[config.mk]
export PLATFORM = sky130hd
export DESIGN_NAME = thg_gate
export DESIGN_NICKNAME = d
export VERILOG_FILES = /design/src/verilog/thg_pkg.sv /design/src/verilog/thg_window_test.sv /design/src/verilog/thg_gate.sv
export SDC_FILE = /design/constraint.sdc
export NUM_CORES = 1
export LEC_CHECK = 0
export ABC_AREA = 1
export BUFFER_PORTS_ARGS = -buffer_cell sky130_fd_sc_hd__buf_4
export CORE_MARGIN = 2
export CORE_UTILIZATION = 60
export DETAILED_ROUTE_END_ITERATION = 7
export GPL_ROUTABILITY_DRIVEN = 0
export MAX_ROUTING_LAYER = met4
export PLACE_DENSITY_LB_ADDON = 0.25
export SLEW_MARGIN = 40
export SYNTH_ARGS = -nofsm -noshare
export SYNTH_HDL_FRONTEND = slang
export SYNTH_SLANG_ARGS = --single-unit
[constraint.sdc]
create_clock -name clk_sys -period 3.01 [get_ports clk_sys]
set_input_delay 0.1505 -clock clk_sys [delete_from_list [all_inputs] [get_ports clk_sys]]
set_output_delay 0.1505 -clock clk_sys [all_outputs]
set_load 0.005 [all_outputs]
[src/verilog/thg_pkg.sv]
// constants and state type shared by the random word health gate
// assumes a single 250 MHz system clock and a synchronous reset
package thg_pkg;
  localparam int              CLK_MHZ      = 250;
  // raw noise sampling period and its cycle count
  localparam int              SAMPLE_NS    = 16;
  localparam int              SAMPLE_CYC   = (SAMPLE_NS * CLK_MHZ) / 1000;
  localparam int              DIV_W        = 3;
  localparam logic [2:0]      DIV_LAST     = 3'(SAMPLE_CYC - 1);
  // equal consecutive raw samples that count as a dead source
  localparam int              RUN_W        = 6;
  localparam logic [5:0]      STUCK_LIM    = 6'h20;
  localparam logic [5:0]      RUN_ONE      = 6'h01;
  // statistical window: length and accepted ones count
  localparam int              WIN_W        = 9;
  localparam logic [8:0]      WIN_LAST     = 9'h0FF;
  localparam logic [8:0]      ONES_LO      = 9'h060;
  localparam logic [8:0]      ONES_HI      = 9'h0A0;
  localparam int              WIN_GAP_CYC  = 256 * 2 * SAMPLE_CYC;
  localparam int              GAP_W        = 12;
  // word assembly
  localparam int              WORD_W       = 16;
  localparam int              BCNT_W       = 5;
  localparam logic [4:0]      BCNT_BYTE    = 5'h08;
  localparam logic [4:0]      BCNT_WORD    = 5'h10;
  typedef enum logic [1:0] {
    THG_START = 2'b00,
    THG_PWRUP = 2'b01,
    THG_RUN   = 2'b11,
    THG_FAIL  = 2'b10
  } thg_state_t;
endpackage

[src/verilog/thg_window_test.sv]
// windowed ones-count test over the internal bit stream
// assumes bit_en pulses one cycle per internal bit, same clock
module thg_window_test
  import thg_pkg::*;
(
  // clock and reset
  input  wire logic clk_sys,
  input  wire logic srst,
  // internal bit stream
  input  wire logic bit_en,
  input  wire logic bit_in,
  // verdict, one cycle after the last bit of each window
  output logic      win_done,
  output logic      win_pass
);
  logic [WIN_W-1:0] pos_ff;
  logic [WIN_W-1:0] ones_ff;
  logic             done_ff;
  logic             pass_ff;
  wire              last_bit = bit_en && (pos_ff == WIN_LAST);
  wire  [WIN_W-1:0] nxt_ones = ones_ff + {{(WIN_W-1){1'b0}}, bit_in};
  wire              in_band  = (nxt_ones >= ONES_LO) && (nxt_ones <= ONES_HI);

  // windows run back to back forever, so checking never pauses
  always_ff @(posedge clk_sys) begin
    if (srst) begin
      pos_ff  <= 9'h000;
      ones_ff <= 9'h000;
      done_ff <= 1'b0;
      pass_ff <= 1'b0;
    end else begin
      done_ff <= last_bit;
      if (last_bit) begin
        pass_ff <= in_band;
        pos_ff  <= 9'h000;
        ones_ff <= 9'h000;
      end else if (bit_en) begin
        pos_ff  <= pos_ff + 9'h001;
        ones_ff <= nxt_ones;
      end
    end
  end

  assign win_done = done_ff;
  assign win_pass = pass_ff;
endmodule

[src/verilog/thg_gate.sv]
// health gate between a physical noise source and the random word reader
// assumes noise_in is asynchronous; everything else is on clk_sys
//
// Contract
// - check for a dead noise source from the very first sample after start
// - after a dead source is seen, no random word is ever released
// - words holding bits taken after a source failure are never released
// - statistical test watches internal bits at start-up and all through operation
// - no word before power-up test passes; delivery stops on any defect
// - statistical test runs continuously, each window ends within a fixed time
// - random words are presented as 8 or 16 bits
// - internal bits carry average entropy above 0.997 per bit
module thg_gate
  import thg_pkg::*;
(
  // clock and reset
  input  wire logic              clk_sys,
  input  wire logic              srst,
  // noise source pin
  input  wire logic              noise_in,
  // reader side
  input  wire logic              word_wide,
  input  wire logic              rnd_take,
  output logic                   rnd_valid,
  output logic [WORD_W-1:0]      rnd_data,
  output logic                   rnd_wide,
  // health status
  output logic                   health_ok,
  output logic                   fail_total,
  output logic                   fail_stat,
  output logic                   pwrup_done
);
  thg_state_t         state_ff;
  thg_state_t         nxt_state;
  logic               s1_ff, s2_ff, s3_ff, raw_ff;
  logic [DIV_W-1:0]   div_ff;
  logic               last_ff, have_ff, phase_ff;
  logic [RUN_W-1:0]   run_ff;
  logic               ftot_ff, fstat_ff;
  logic [WORD_W-1:0]  sh_ff, pend_ff, out_ff;
  logic [BCNT_W-1:0]  cnt_ff;
  logic               wide_ff, pend_wide_ff, out_wide_ff;
  logic               pend_full_ff, valid_ff;
  logic [RUN_W-1:0]   guard_ff;
  logic               win_done, win_pass;

  // sampling enable and sample-level decodes
  wire smp_en   = (div_ff == DIV_LAST);
  wire same     = (raw_ff == last_ff);
  wire stuck    = (run_ff == STUCK_LIM);
  wire toggled  = smp_en && have_ff && !same;
  wire bit_en   = smp_en && phase_ff;
  wire ibit     = raw_ff ^ last_ff;
  wire stat_bad = win_done && !win_pass;
  wire fail_any = ftot_ff || fstat_ff || stuck || stat_bad;
  wire in_run   = (state_ff == THG_RUN);

  // word assembly decodes
  wire [BCNT_W-1:0] tgt     = wide_ff ? BCNT_WORD : BCNT_BYTE;
  wire              asm_en  = bit_en && in_run && !pend_full_ff;
  wire              wfirst  = (cnt_ff == 5'h00);
  wire              wlast   = asm_en && ((cnt_ff + 5'h01) == tgt);
  wire [WORD_W-1:0] nxt_sh  = {sh_ff[WORD_W-2:0], ibit};
  wire [WORD_W-1:0] wdata   = wide_ff ? nxt_sh : {8'h00, nxt_sh[7:0]};
  wire              guarded = (guard_ff == STUCK_LIM);
  // a word waits out one full stuck window of samples, so a dead source
  // behind any of its bits is always caught before release
  wire              release_w = pend_full_ff && guarded && in_run && !fail_any
                                && (!valid_ff || rnd_take);

  // three-stage synchroniser; a change counts once stages two and three agree
  always_ff @(posedge clk_sys) begin
    if (srst) begin
      s1_ff  <= 1'b0;
      s2_ff  <= 1'b0;
      s3_ff  <= 1'b0;
      raw_ff <= 1'b0;
    end else begin
      s1_ff  <= noise_in;
      s2_ff  <= s1_ff;
      s3_ff  <= s2_ff;
      raw_ff <= (s2_ff == s3_ff) ? s3_ff : raw_ff;
    end
  end

  // sample divider, run length of equal samples, bit pairing phase
  always_ff @(posedge clk_sys) begin
    if (srst) begin
      div_ff   <= 3'h0;
      last_ff  <= 1'b0;
      have_ff  <= 1'b0;
      phase_ff <= 1'b0;
      run_ff   <= 6'h00;
    end else begin
      div_ff <= smp_en ? 3'h0 : div_ff + 3'h1;
      if (smp_en) begin
        last_ff  <= raw_ff;
        have_ff  <= 1'b1;
        phase_ff <= !phase_ff;
        if (!have_ff || !same)
          run_ff <= RUN_ONE;
        else if (!stuck)
          run_ff <= run_ff + 6'h01;
      end
    end
  end

  thg_window_test u_win (
    .clk_sys  (clk_sys),
    .srst     (srst),
    .bit_en   (bit_en),
    .bit_in   (ibit),
    .win_done (win_done),
    .win_pass (win_pass)
  );

  // failure flags are sticky until reset: a flaky source must not recover silently
  always_ff @(posedge clk_sys) begin
    if (srst) begin
      ftot_ff  <= 1'b0;
      fstat_ff <= 1'b0;
    end else begin
      if (stuck)
        ftot_ff <= 1'b1;
      if (stat_bad)
        fstat_ff <= 1'b1;
    end
  end

  always_comb begin
    nxt_state = state_ff;
    case (state_ff)
      THG_START: if (fail_any) nxt_state = THG_FAIL;
                 else if (toggled) nxt_state = THG_PWRUP;
      THG_PWRUP: if (fail_any) nxt_state = THG_FAIL;
                 else if (win_done && win_pass) nxt_state = THG_RUN;
      THG_RUN:   if (fail_any) nxt_state = THG_FAIL;
      THG_FAIL:  nxt_state = THG_FAIL;
      default:   nxt_state = THG_FAIL;
    endcase
  end

  always_ff @(posedge clk_sys) begin
    if (srst) state_ff <= THG_START;
    else      state_ff <= nxt_state;
  end

  // word assembly and guard period
  always_ff @(posedge clk_sys) begin
    if (srst || fail_any) begin
      sh_ff        <= 16'h0000;
      cnt_ff       <= 5'h00;
      wide_ff      <= 1'b0;
      pend_ff      <= 16'h0000;
      pend_wide_ff <= 1'b0;
      pend_full_ff <= 1'b0;
      guard_ff     <= 6'h00;
    end else begin
      if (wfirst && !asm_en)
        wide_ff <= word_wide;
      if (wlast) begin
        pend_ff      <= wdata;
        pend_wide_ff <= wide_ff;
        pend_full_ff <= 1'b1;
        guard_ff     <= 6'h00;
        cnt_ff       <= 5'h00;
        sh_ff        <= 16'h0000;
      end else if (asm_en) begin
        sh_ff  <= nxt_sh;
        cnt_ff <= cnt_ff + 5'h01;
      end
      if (release_w)
        pend_full_ff <= 1'b0;
      else if (pend_full_ff && smp_en && !guarded)
        guard_ff <= guard_ff + 6'h01;
    end
  end

  // output slot: word held steady until taken
  always_ff @(posedge clk_sys) begin
    if (srst || fail_any) begin
      valid_ff    <= 1'b0;
      out_ff      <= 16'h0000;
      out_wide_ff <= 1'b0;
    end else if (release_w) begin
      valid_ff    <= 1'b1;
      out_ff      <= pend_ff;
      out_wide_ff <= pend_wide_ff;
    end else if (rnd_take) begin
      valid_ff    <= 1'b0;
    end
  end

  assign rnd_valid  = valid_ff;
  assign rnd_data   = out_ff;
  assign rnd_wide   = out_wide_ff;
  assign fail_total = ftot_ff;
  assign fail_stat  = fstat_ff;
  assign health_ok  = !ftot_ff && !fstat_ff;
  assign pwrup_done = in_run;

  // checking
  logic [GAP_W-1:0] gap_ff;
  always_ff @(posedge clk_sys) begin
    // counting starts with the first sample, so the first window is timed like the rest
    if (srst || win_done) gap_ff <= 12'h000;
    else if (have_ff)     gap_ff <= gap_ff + 12'h001;
  end
endmodule

==> results.sh, run 1 <==
export IMPL_status="completed"
export IMPL_tightestPinTransition_ns=0.561
export IMPL_core_um2=7290
export IMPL_final_nets=650
export IMPL_numClockSinks=103
export IMPL_setup_viol=0
export IMPL_post_route_period_util_pct=84.8
export IMPL_reg2reg_depth=11
export IMPL_syn_to_final_growth_pct=10.5
export IMPL_clock_skew_ns=0.00945
export IMPL_rsz0062_at_grt="no"
export IMPL_wl_um=8730
export IMPL_postCtsSetupBuffers=0
export IMPL_post_synth_num_cell_types=38
export IMPL_regToRegStartpoint="div_ff[0]"
export IMPL_syn_inst=612
export IMPL_cap_violations=0
export IMPL_syn_area_per_cell_um2=7.42
export IMPL_ir_drop_mv=0.268
export IMPL_crit_path_end_kind="flop"
export IMPL_async_flop_share_pct=0
export IMPL_fin_area_um2=5020
export IMPL_diodes=0
export IMPL_reg2reg_slack_ns=0.46
export IMPL_hold_path_class="primary input to flop"
export IMPL_vias=3881
export IMPL_io_pins=27
export IMPL_grt_first_pass_wirelength_um=15400
export IMPL_crit_end="sh_ff[12]"
export IMPL_dieWidth_um=91.0
export IMPL_cts_max_path_buffers=2
export IMPL_antenna_left=0
export IMPL_cts_tree="done"
export IMPL_worstPathMaxFanout=20
export IMPL_cts_root_buf="clkbuf_8"
export IMPL_ys_ff_latch=103
export IMPL_synth_seq_area_share_pct=45.4
export IMPL_place_area_um2=4780
export IMPL_register_area_um2=2060
export IMPL_grt_pass1_vias=3487
export IMPL_tns_ns=0
export IMPL_cts_htree_levels=3
export IMPL_startpoint_type="flop"
export IMPL_die_area_um2=8280
export IMPL_holdBufCountCts=1
export IMPL_syn_num_nets=630
export IMPL_portBuffers=26
export IMPL_start_util_pct=62.3
export IMPL_place_hpwl_um=6130
export IMPL_insertion_delay_ns=0.36
export IMPL_path_clk_slew_ns=0.10
export IMPL_routedWlPerCell_um=11.9
export IMPL_rr_endpoint="sh_ff[12]"
export IMPL_drive_above_1_share_pct=10.2
export IMPL_die_h_um=91.0
export IMPL_min_period_ns=2.55
export IMPL_critPathLaunch="div_ff[0]"
export IMPL_drtIter0Drc=151
export IMPL_grt_overflow_total=0
export IMPL_synth_main_ff_cell="dfxtp_1"
export IMPL_yosysWarnings=0
export IMPL_utilization_pct=68.8
export IMPL_viasPerCell=5.27
export IMPL_nFillCells=622
export IMPL_cp_required_ns=3.24
export IMPL_p_per_area_nw_per_um2=481
export IMPL_p_leak_nw=2.12
export IMPL_firstDrtPassIters=5
export IMPL_route_detailed_drc=0
export IMPL_cts_resized=0
export IMPL_max_freq_mhz=392
export IMPL_relSlewSlack_pct=62.5
export IMPL_grt_max_degree=43
export IMPL_track_usage_pct=22.9
export IMPL_arrival_ns=2.79
export IMPL_antenna_found_initial=0
export IMPL_path_class="flop to flop"
export IMPL_slew_viol_final=0
export IMPL_multiInputGateArea_um2=2090
export IMPL_power_mw=2.41
export IMPL_netlist_area_um2=4540
export IMPL_fp_row_count=31
export IMPL_hold_viol=0
export IMPL_cts_made_buffers=9
export IMPL_synth_edf_count=0
registers in the layout, indices dropped and copies added, names as in the netlist, 2 cells and up:
register,count
pend_ff,16
rnd_data,16
sh_ff,15
u_win.ones_ff,9
u_win.pos_ff,9
guard_ff,6
run_ff,6
cnt_ff,5
div_ff,3
state_ff,2
report_power, final:
| group | internal (mW) | switching (mW) |
|---|---|---|
| Sequential | 1.37 | 0.00834 |
| Combinational | 0.0249 | 0.0534 |
| Clock | 0.478 | 0.474 |
synthesized netlist by cell type (3+ instances only):
master    number  area [µm²]
nand2_1      130         488
dfxtp_1      103        2060
nor2_1        77         289
inv_1         70         263
a21oi_1       45         225
o21ai_0       35         175
nand3_1       27         135
nor3_1        22         110
ha_1          13         163
clkbuf_1      12        45.0
nand4_1       10        62.6
o21ai_1        9        45.0
xor2_1         9        78.8
nand3b_1       8        60.1
buf_2          5        25.0
a211oi_1       3        22.5
nand2_4        3        33.8
o211ai_1       3        22.5
or2_2          3        18.8
final cells by class:
class                           instances  share of cell area, %
Multi-Input combinational cell        414                   41.7
Timing Repair Buffer                   31                   4.69
Sequential cell                       103                   41.1
Clock buffer                            9                   2.47
Inverter                               73                   5.56
Tap cell                               99                   2.47
Clock inverter                          7                   2.07
cells by family after synthesis:
group / Yosys count / synth area share (%)
simple gates: 290 / 28.7
flops: 103 / 45.4
compound gates: 100 / 11.6
buf+inv: 95 / 8.62
fa+ha+maj: 13 / 3.58
xor+xnor: 11 / 2.12
metrics by stage:
step                setup slack, ns  cells  hold WS (ns)
floorplan                      1.22    612         0.234
global placement              0.591    719         0.356
detailed placement            0.486    719         0.363
CTS                           0.455    736        0.0455
global route                  0.166    736        0.0451
finish                        0.456    736        0.0560
layout by cell type, fill, tap and decap left out, types with 8 or more instances in the layout:
| master | n |
|---|---|
| a21oi_1 | 45 |
| buf_4 | 30 |
| clkbuf_8 | 9 |
| dfxtp_1 | 103 |
| ha_1 | 13 |
| inv_1 | 70 |
| nand2_1 | 130 |
| nand3_1 | 27 |
| nand3b_1 | 8 |
| nand4_1 | 10 |
| nor2_1 | 76 |
| nor3_1 | 22 |
| o21ai_0 | 35 |
| o21ai_1 | 9 |
| xor2_1 | 9 |
per-layer routing:
metal / up-vias / wire length, µm / track usage, %
met5: - / 0 / -
met2: 73 / 3910 / 35.9
met4: 0 / 74 / 5.43
li1: 2005 / - / -
met1: 1793 / 4330 / 30.5
met3: 10 / 417 / 4.73
critical path, cell delays in order (launching register included):
cell     delay, ns
dfxtp_1       0.35
ha_1          0.16
ha_1          0.37
nand2_4       0.20
inv_4         0.20
nand3_4       0.10
inv_4         0.18
nand2_4       0.10
nor2_8        0.17
nand2_4       0.17
nand2_2       0.33
a21oi_1       0.08
worst min path at each step:
| stage | from | endpoint | slack [ns] | depth (start not counted) |
|---|---|---|---|---|
| 6_report | srst | s1_ff | 0.06 | 2 |
| 5_1_grt | srst | fail_total | 0.05 | 2 |
| 4_1_cts | srst | fail_stat | 0.05 | 2 |
| 3_5_place_dp | noise_in | s1_ff | 0.36 | 3 |
| 3_3_place_gp | noise_in | s1_ff | 0.36 | 3 |
| 2_1_floorplan | srst | u_win.win_done | 0.23 | 1 |
No activity file was read; power rests on OpenSTA's default activity.
==> run 2: changes to the inputs <==
--- a/config.mk
+++ b/config.mk
@@ -8,7 +8,7 @@
 export ABC_AREA = 1
 export BUFFER_PORTS_ARGS = -buffer_cell sky130_fd_sc_hd__buf_4
 export CORE_MARGIN = 2
-export CORE_UTILIZATION = 60
+export CORE_UTILIZATION = 54
 export DETAILED_ROUTE_END_ITERATION = 7
 export GPL_ROUTABILITY_DRIVEN = 0
 export MAX_ROUTING_LAYER = met4
==> constraint.sdc (replaced) <==
create_clock -name clk_sys -period 2.3 [get_ports clk_sys]
set_input_delay 0.115 -clock clk_sys [delete_from_list [all_inputs] [get_ports clk_sys]]
set_output_delay 0.115 -clock clk_sys [all_outputs]
set_load 0.005 [all_outputs]
==> results.sh, run 2 (same netlist as run 1, synthesis figures left out) <==
export IMPL_path_buf_inv=2
export IMPL_cts_made_buffers=9
export IMPL_crit_path_end_kind="flop"
export IMPL_reg2reg_slack_ns=0.21
export IMPL_switching_share_pct=22.4
export IMPL_routedWlPerCell_um=12.0
export IMPL_hold_viol=0
export IMPL_antenna_found_initial=0
export IMPL_tightestPinTransition_ns=0.586
export IMPL_reg2reg_depth=11
export IMPL_tns_ns=0
export IMPL_io_pins=27
export IMPL_fp_row_count=33
export IMPL_startpoint_type="flop"
export IMPL_p_per_area_nw_per_um2=612
export IMPL_min_period_ns=2.09
export IMPL_layout_common_cells="130 x nand2_1, 103 x dfxtp_1, 76 x nor2_1"
export IMPL_viasPerCell=5.20
export IMPL_p_comb_share_pct=3.5
export IMPL_route_detailed_drc=0
export IMPL_rsz0062_at_grt="no"
export IMPL_p_switching_mw=0.693
export IMPL_setup_viol=0
export IMPL_ir_drop_mv=0.400
export IMPL_antenna_left=0
export IMPL_worstHoldPathCells=2
export IMPL_min_to="run_ff[5]"
export IMPL_cp_required_ns=2.55
export IMPL_start_util_pct=55.6
export IMPL_firstDrtPassIters=5
export IMPL_cell_internal_pwr_mw=2.41
export IMPL_regToRegStartpoint="div_ff[0]"
export IMPL_cap_violations=0
export IMPL_portBuffers=26
export IMPL_p_leak_nw=2.14
export IMPL_vias=3877
export IMPL_final_nets=654
export IMPL_cp_top_family="simple AND/OR/NAND/NOR gates"
export IMPL_seqPwrFrac_pct=58.4
export IMPL_clock_skew_ns=0.00985
export IMPL_cp_common_cell="nand2_4"
export IMPL_wl_um=8950
export IMPL_hp_start="srst"
export IMPL_grt_max_degree=28
export IMPL_arrival_ns=2.34
export IMPL_hold_path_class="primary input to flop"
export IMPL_postCtsSetupBuffers=0
export IMPL_diodes=0
export IMPL_numClockSinks=103
export IMPL_nFillCells=727
export IMPL_cpPeakStageDelay_ns=0.35
export IMPL_dieWidth_um=95.7
export IMPL_path_class="flop to flop"
export IMPL_timing_hold_ws_ns=0.0266
export IMPL_insertion_delay_ns=0.37
export IMPL_syn_to_final_growth_pct=11.4
export IMPL_grt_first_pass_wirelength_um=15300
export IMPL_track_usage_pct=21.6
export IMPL_cp_slowest_cell="dfxtp_1"
export IMPL_drtIter0Drc=271
export IMPL_relSlewSlack_pct=60.9
export IMPL_grt_overflow_total=0
export IMPL_p_clk_share_pct=38.1
export IMPL_drive_above_1_share_pct=10.8
export IMPL_slew_viol_final=0
export IMPL_cts_tree="done"
export IMPL_worstPathMaxFanout=20
export IMPL_die_h_um=95.7
export IMPL_max_freq_mhz=478
export IMPL_cts_max_path_buffers=2
export IMPL_post_route_period_util_pct=90.9
export IMPL_rr_endpoint="sh_ff[13]"
export IMPL_grt_pass1_vias=3471
export IMPL_place_hpwl_um=6310
export IMPL_cts_htree_levels=3
export IMPL_path_clk_slew_ns=0.09
export IMPL_final_common_cell="nand2_1"
export IMPL_cts_root_buf="clkbuf_8"
export IMPL_core_um2=8180
export IMPL_path_depth=11
export IMPL_die_area_um2=9160
export IMPL_status="completed"
export IMPL_crit_chain="ha_1, ha_1, nand2_4, inv_4, nand3_4, inv_4, nand2_4, nor2_8, nand2_4, nand2_4, a21oi_1"
[run 2: worst reg2reg max path, cell delays in order (launching register included)]
cell     delay (ns)
dfxtp_1        0.35
ha_1           0.15
ha_1           0.20
nand2_4        0.07
inv_4          0.15
nand3_4        0.11
inv_4          0.17
nand2_4        0.09
nor2_8         0.18
nand2_4        0.18
nand2_4        0.24
a21oi_1        0.07
[run 2: worst max path at each step]
stage / startpoint / end / slack, ns
after global placement: div_ff[0] / pend_wide_ff / 0.17
after CTS: div_ff[0] / sh_ff[13] / 0.09
after global routing: raw_ff / u_win.win_pass / 0.008
after detailed placement: div_ff[0] / sh_ff[13] / 0.11
final: div_ff[0] / sh_ff[13] / 0.21
after floorplan: div_ff[0] / sh_ff[10] / 0.51
[run 2: per-layer routing]
layer  global-route usage [%]  vias to the layer above  part of all wire, %
li1                         -                     2010                    -
met1                     28.3                     1797                   50
met2                     33.7                       63                   45
met3                     5.32                        7                  4.0
met4                     5.71                        0                 0.85
met5                        -                        -                    0
[run 2: cell type report]
class | instances | area, µm² | area share, %
Multi-Input combinational cell | 414 | 2100 | 41.4
Sequential cell | 103 | 2060 | 40.7
Inverter | 73 | 279 | 5.51
Timing Repair Buffer | 35 | 278 | 5.49
Clock buffer | 11 | 151 | 2.99
Tap cell | 105 | 131 | 2.60
Clock inverter | 5 | 63.8 | 1.26
[run 2: power groups by stage]
stage | registers [mW] | logic [mW] | clock network (mW)
floorplan | 1.85 | 0.0781 | 0
global placement | 1.85 | 0.105 | 0
detailed placement | 1.85 | 0.107 | 0
CTS | 1.81 | 0.110 | 1.21
global route | 1.81 | 0.124 | 1.28
finish | 1.81 | 0.110 | 1.18
[run 2: timing repair]
action / in CTS / in global routing
hold buffers: 1 / 0
endpoints found under the hold margin: 1 / 0
setup endpoints to repair: 0 / 20
gates resized for setup: 0 / 1
[run 2: through the flow]
stage	total power, mW	util, %	setup WS (ns)	instances	cell area, µm²
final	3.10	61.9	0.209	746	5060
after global routing	3.22	61.9	0.00832	746	5060
after CTS	3.13	61.8	0.0876	746	5060
after detailed placement	1.96	59.1	0.112	729	4830
after global placement	1.96	59.1	0.170	729	4830
after floorplan	1.93	-	0.512	612	4540
==> run 3: changes to the inputs <==
--- a/config.mk
+++ b/config.mk
@@ -13,6 +13,7 @@
 export GPL_ROUTABILITY_DRIVEN = 0
 export MAX_ROUTING_LAYER = met4
 export PLACE_DENSITY_LB_ADDON = 0.25
+export SETUP_SLACK_MARGIN = 0.02
 export SLEW_MARGIN = 40
 export SYNTH_ARGS = -nofsm -noshare
 export SYNTH_HDL_FRONTEND = slang
==> constraint.sdc (replaced) <==
create_clock -name clk_sys -period 2.3 [get_ports clk_sys]
set_input_delay 0.345 -clock clk_sys [delete_from_list [all_inputs] [get_ports clk_sys]]
set_output_delay 0.345 -clock clk_sys [all_outputs]
set_load 0.005 [all_outputs]
==> results.sh, run 3 (same netlist as run 1, synthesis figures left out) <==
export IMPL_crit_chain="ha_1, ha_1, nand2_4, inv_4, nand3_4, inv_4, nand2_4, nor2_8, nand2_4, nand2_4, o21ai_1"
export IMPL_min_period_ns=2.09
export IMPL_rsz0062_at_grt="yes"
export IMPL_cts_max_path_buffers=2
export IMPL_multiInputGateArea_um2=2100
export IMPL_routedWlPerCell_um=12.0
export IMPL_track_usage_pct=21.6
export IMPL_timing_hold_ws_ns=0.183
export IMPL_die_h_um=95.7
export IMPL_antenna_found_initial=0
export IMPL_nFillCells=727
export IMPL_holdBufCountCts=0
export IMPL_start_util_pct=55.6
export IMPL_syn_to_final_growth_pct=11.4
export IMPL_cts_tree="done"
export IMPL_tns_ns=0
export IMPL_dieWidth_um=95.7
export IMPL_p_leak_nw=2.14
export IMPL_register_area_um2=2060
export IMPL_cp_top_family="simple AND/OR/NAND/NOR gates"
export IMPL_cp_required_ns=2.55
export IMPL_dp_cells=729
export IMPL_setup_viol=0
export IMPL_slew_viol_final=0
export IMPL_p_per_area_nw_per_um2=613
export IMPL_numClockSinks=103
export IMPL_cpPeakStageDelay_ns=0.35
export IMPL_postCtsSetupBuffers=0
export IMPL_io_pins=27
export IMPL_ir_drop_mv=0.400
export IMPL_drtIter0Drc=276
export IMPL_clock_skew_ns=0.00940
export IMPL_route_detailed_drc=0
export IMPL_antenna_left=0
export IMPL_portBuffers=26
export IMPL_crit_path_end_kind="flop"
export IMPL_final_cells=745
export IMPL_fp_row_count=33
export IMPL_layout_common_cells="130 x nand2_1, 103 x dfxtp_1, 76 x nor2_1"
export IMPL_final_nets=653
export IMPL_utilization_pct=61.9
export IMPL_grt_max_degree=28
export IMPL_place_hpwl_um=6310
export IMPL_power_mw=3.10
export IMPL_vias=3873
export IMPL_cp_common_cell="nand2_4"
export IMPL_arrival_ns=2.35
export IMPL_cap_violations=0
export IMPL_grt_pass1_vias=3471
export IMPL_cts_root_buf="clkbuf_8"
export IMPL_diodes=0
export IMPL_core_um2=8180
export IMPL_grt_overflow_total=0
export IMPL_die_area_um2=9160
export IMPL_relSlewSlack_pct=60.7
export IMPL_status="completed"
export IMPL_cts_made_buffers=9
export IMPL_hold_viol=0
export IMPL_final_common_cell="nand2_1"
export IMPL_worstPathMaxFanout=20
export IMPL_startpoint_type="flop"
export IMPL_path_buf_inv=2
export IMPL_grt_first_pass_wirelength_um=15300
export IMPL_max_freq_mhz=478
export IMPL_insertion_delay_ns=0.36
export IMPL_cts_htree_levels=3
export IMPL_drive_above_1_share_pct=10.9
export IMPL_post_route_period_util_pct=90.9
export IMPL_path_class="flop to flop"
export IMPL_firstDrtPassIters=5
export IMPL_wl_um=8960
export IMPL_path_clk_slew_ns=0.10
export IMPL_viasPerCell=5.20
export IMPL_tightestPinTransition_ns=0.589
export IMPL_cp_slowest_cell="dfxtp_1"
export IMPL_hold_path_class="primary input to flop"
## run 3: area by class of cell
| cell class | instances | area share, % |
|---|---|---|
| timing repair buffer | 34 | 5.29 |
| tap | 105 | 2.60 |
| clock buffer | 11 | 2.99 |
| clock inverter | 5 | 1.26 |
| sequential | 103 | 40.8 |
| inverter | 73 | 5.52 |
| multi-input combinational | 414 | 41.6 |
## run 3: report_power, final
group | internal, mW | total, mW | switching, mW
logic | 0.0372 | 0.109 | 0.0714
clock network | 0.570 | 1.18 | 0.614
registers | 1.80 | 1.81 | 0.0117
## run 3: metal layers
| layer | wire [µm] | vias up | track usage [%] |
|---|---|---|---|
| li1 | - | 2009 | - |
| met1 | 4500 | 1793 | 28.3 |
| met2 | 4010 | 64 | 33.7 |
| met3 | 370 | 7 | 5.32 |
| met4 | 76 | 0 | 5.71 |
| met5 | 0 | - | - |
## run 3: worst min-delay path, stage by stage
cell    delay, ns
buf_4        0.07
inv_1        0.03
nor2_1       0.06
## run 3: path summary, 6_finish.rpt
kind	from	end	slack, ns	depth (start not counted)
worst min-delay path	noise_in	s1_ff	0.18	3
worst min register to register	s1_ff	s2_ff	0.42	2
worst max register to register	div_ff[0]	pend_wide_ff	0.21	11
worst max-delay path	div_ff[0]	pend_wide_ff	0.21	11
## run 3: what timing repair did
action,4_1_cts,5_1_grt
hold endpoints to repair,0,0
gates resized for setup,0,2
endpoints found under the setup margin,0,21
## run 3: per-stage QoR
stage               worst slack (ns)  area, µm²
floorplan                      0.512       4540
global placement               0.170       4830
detailed placement             0.112       4830
CTS                           0.0876       5050
global route                  0.0117       5060
finish                         0.208       5060
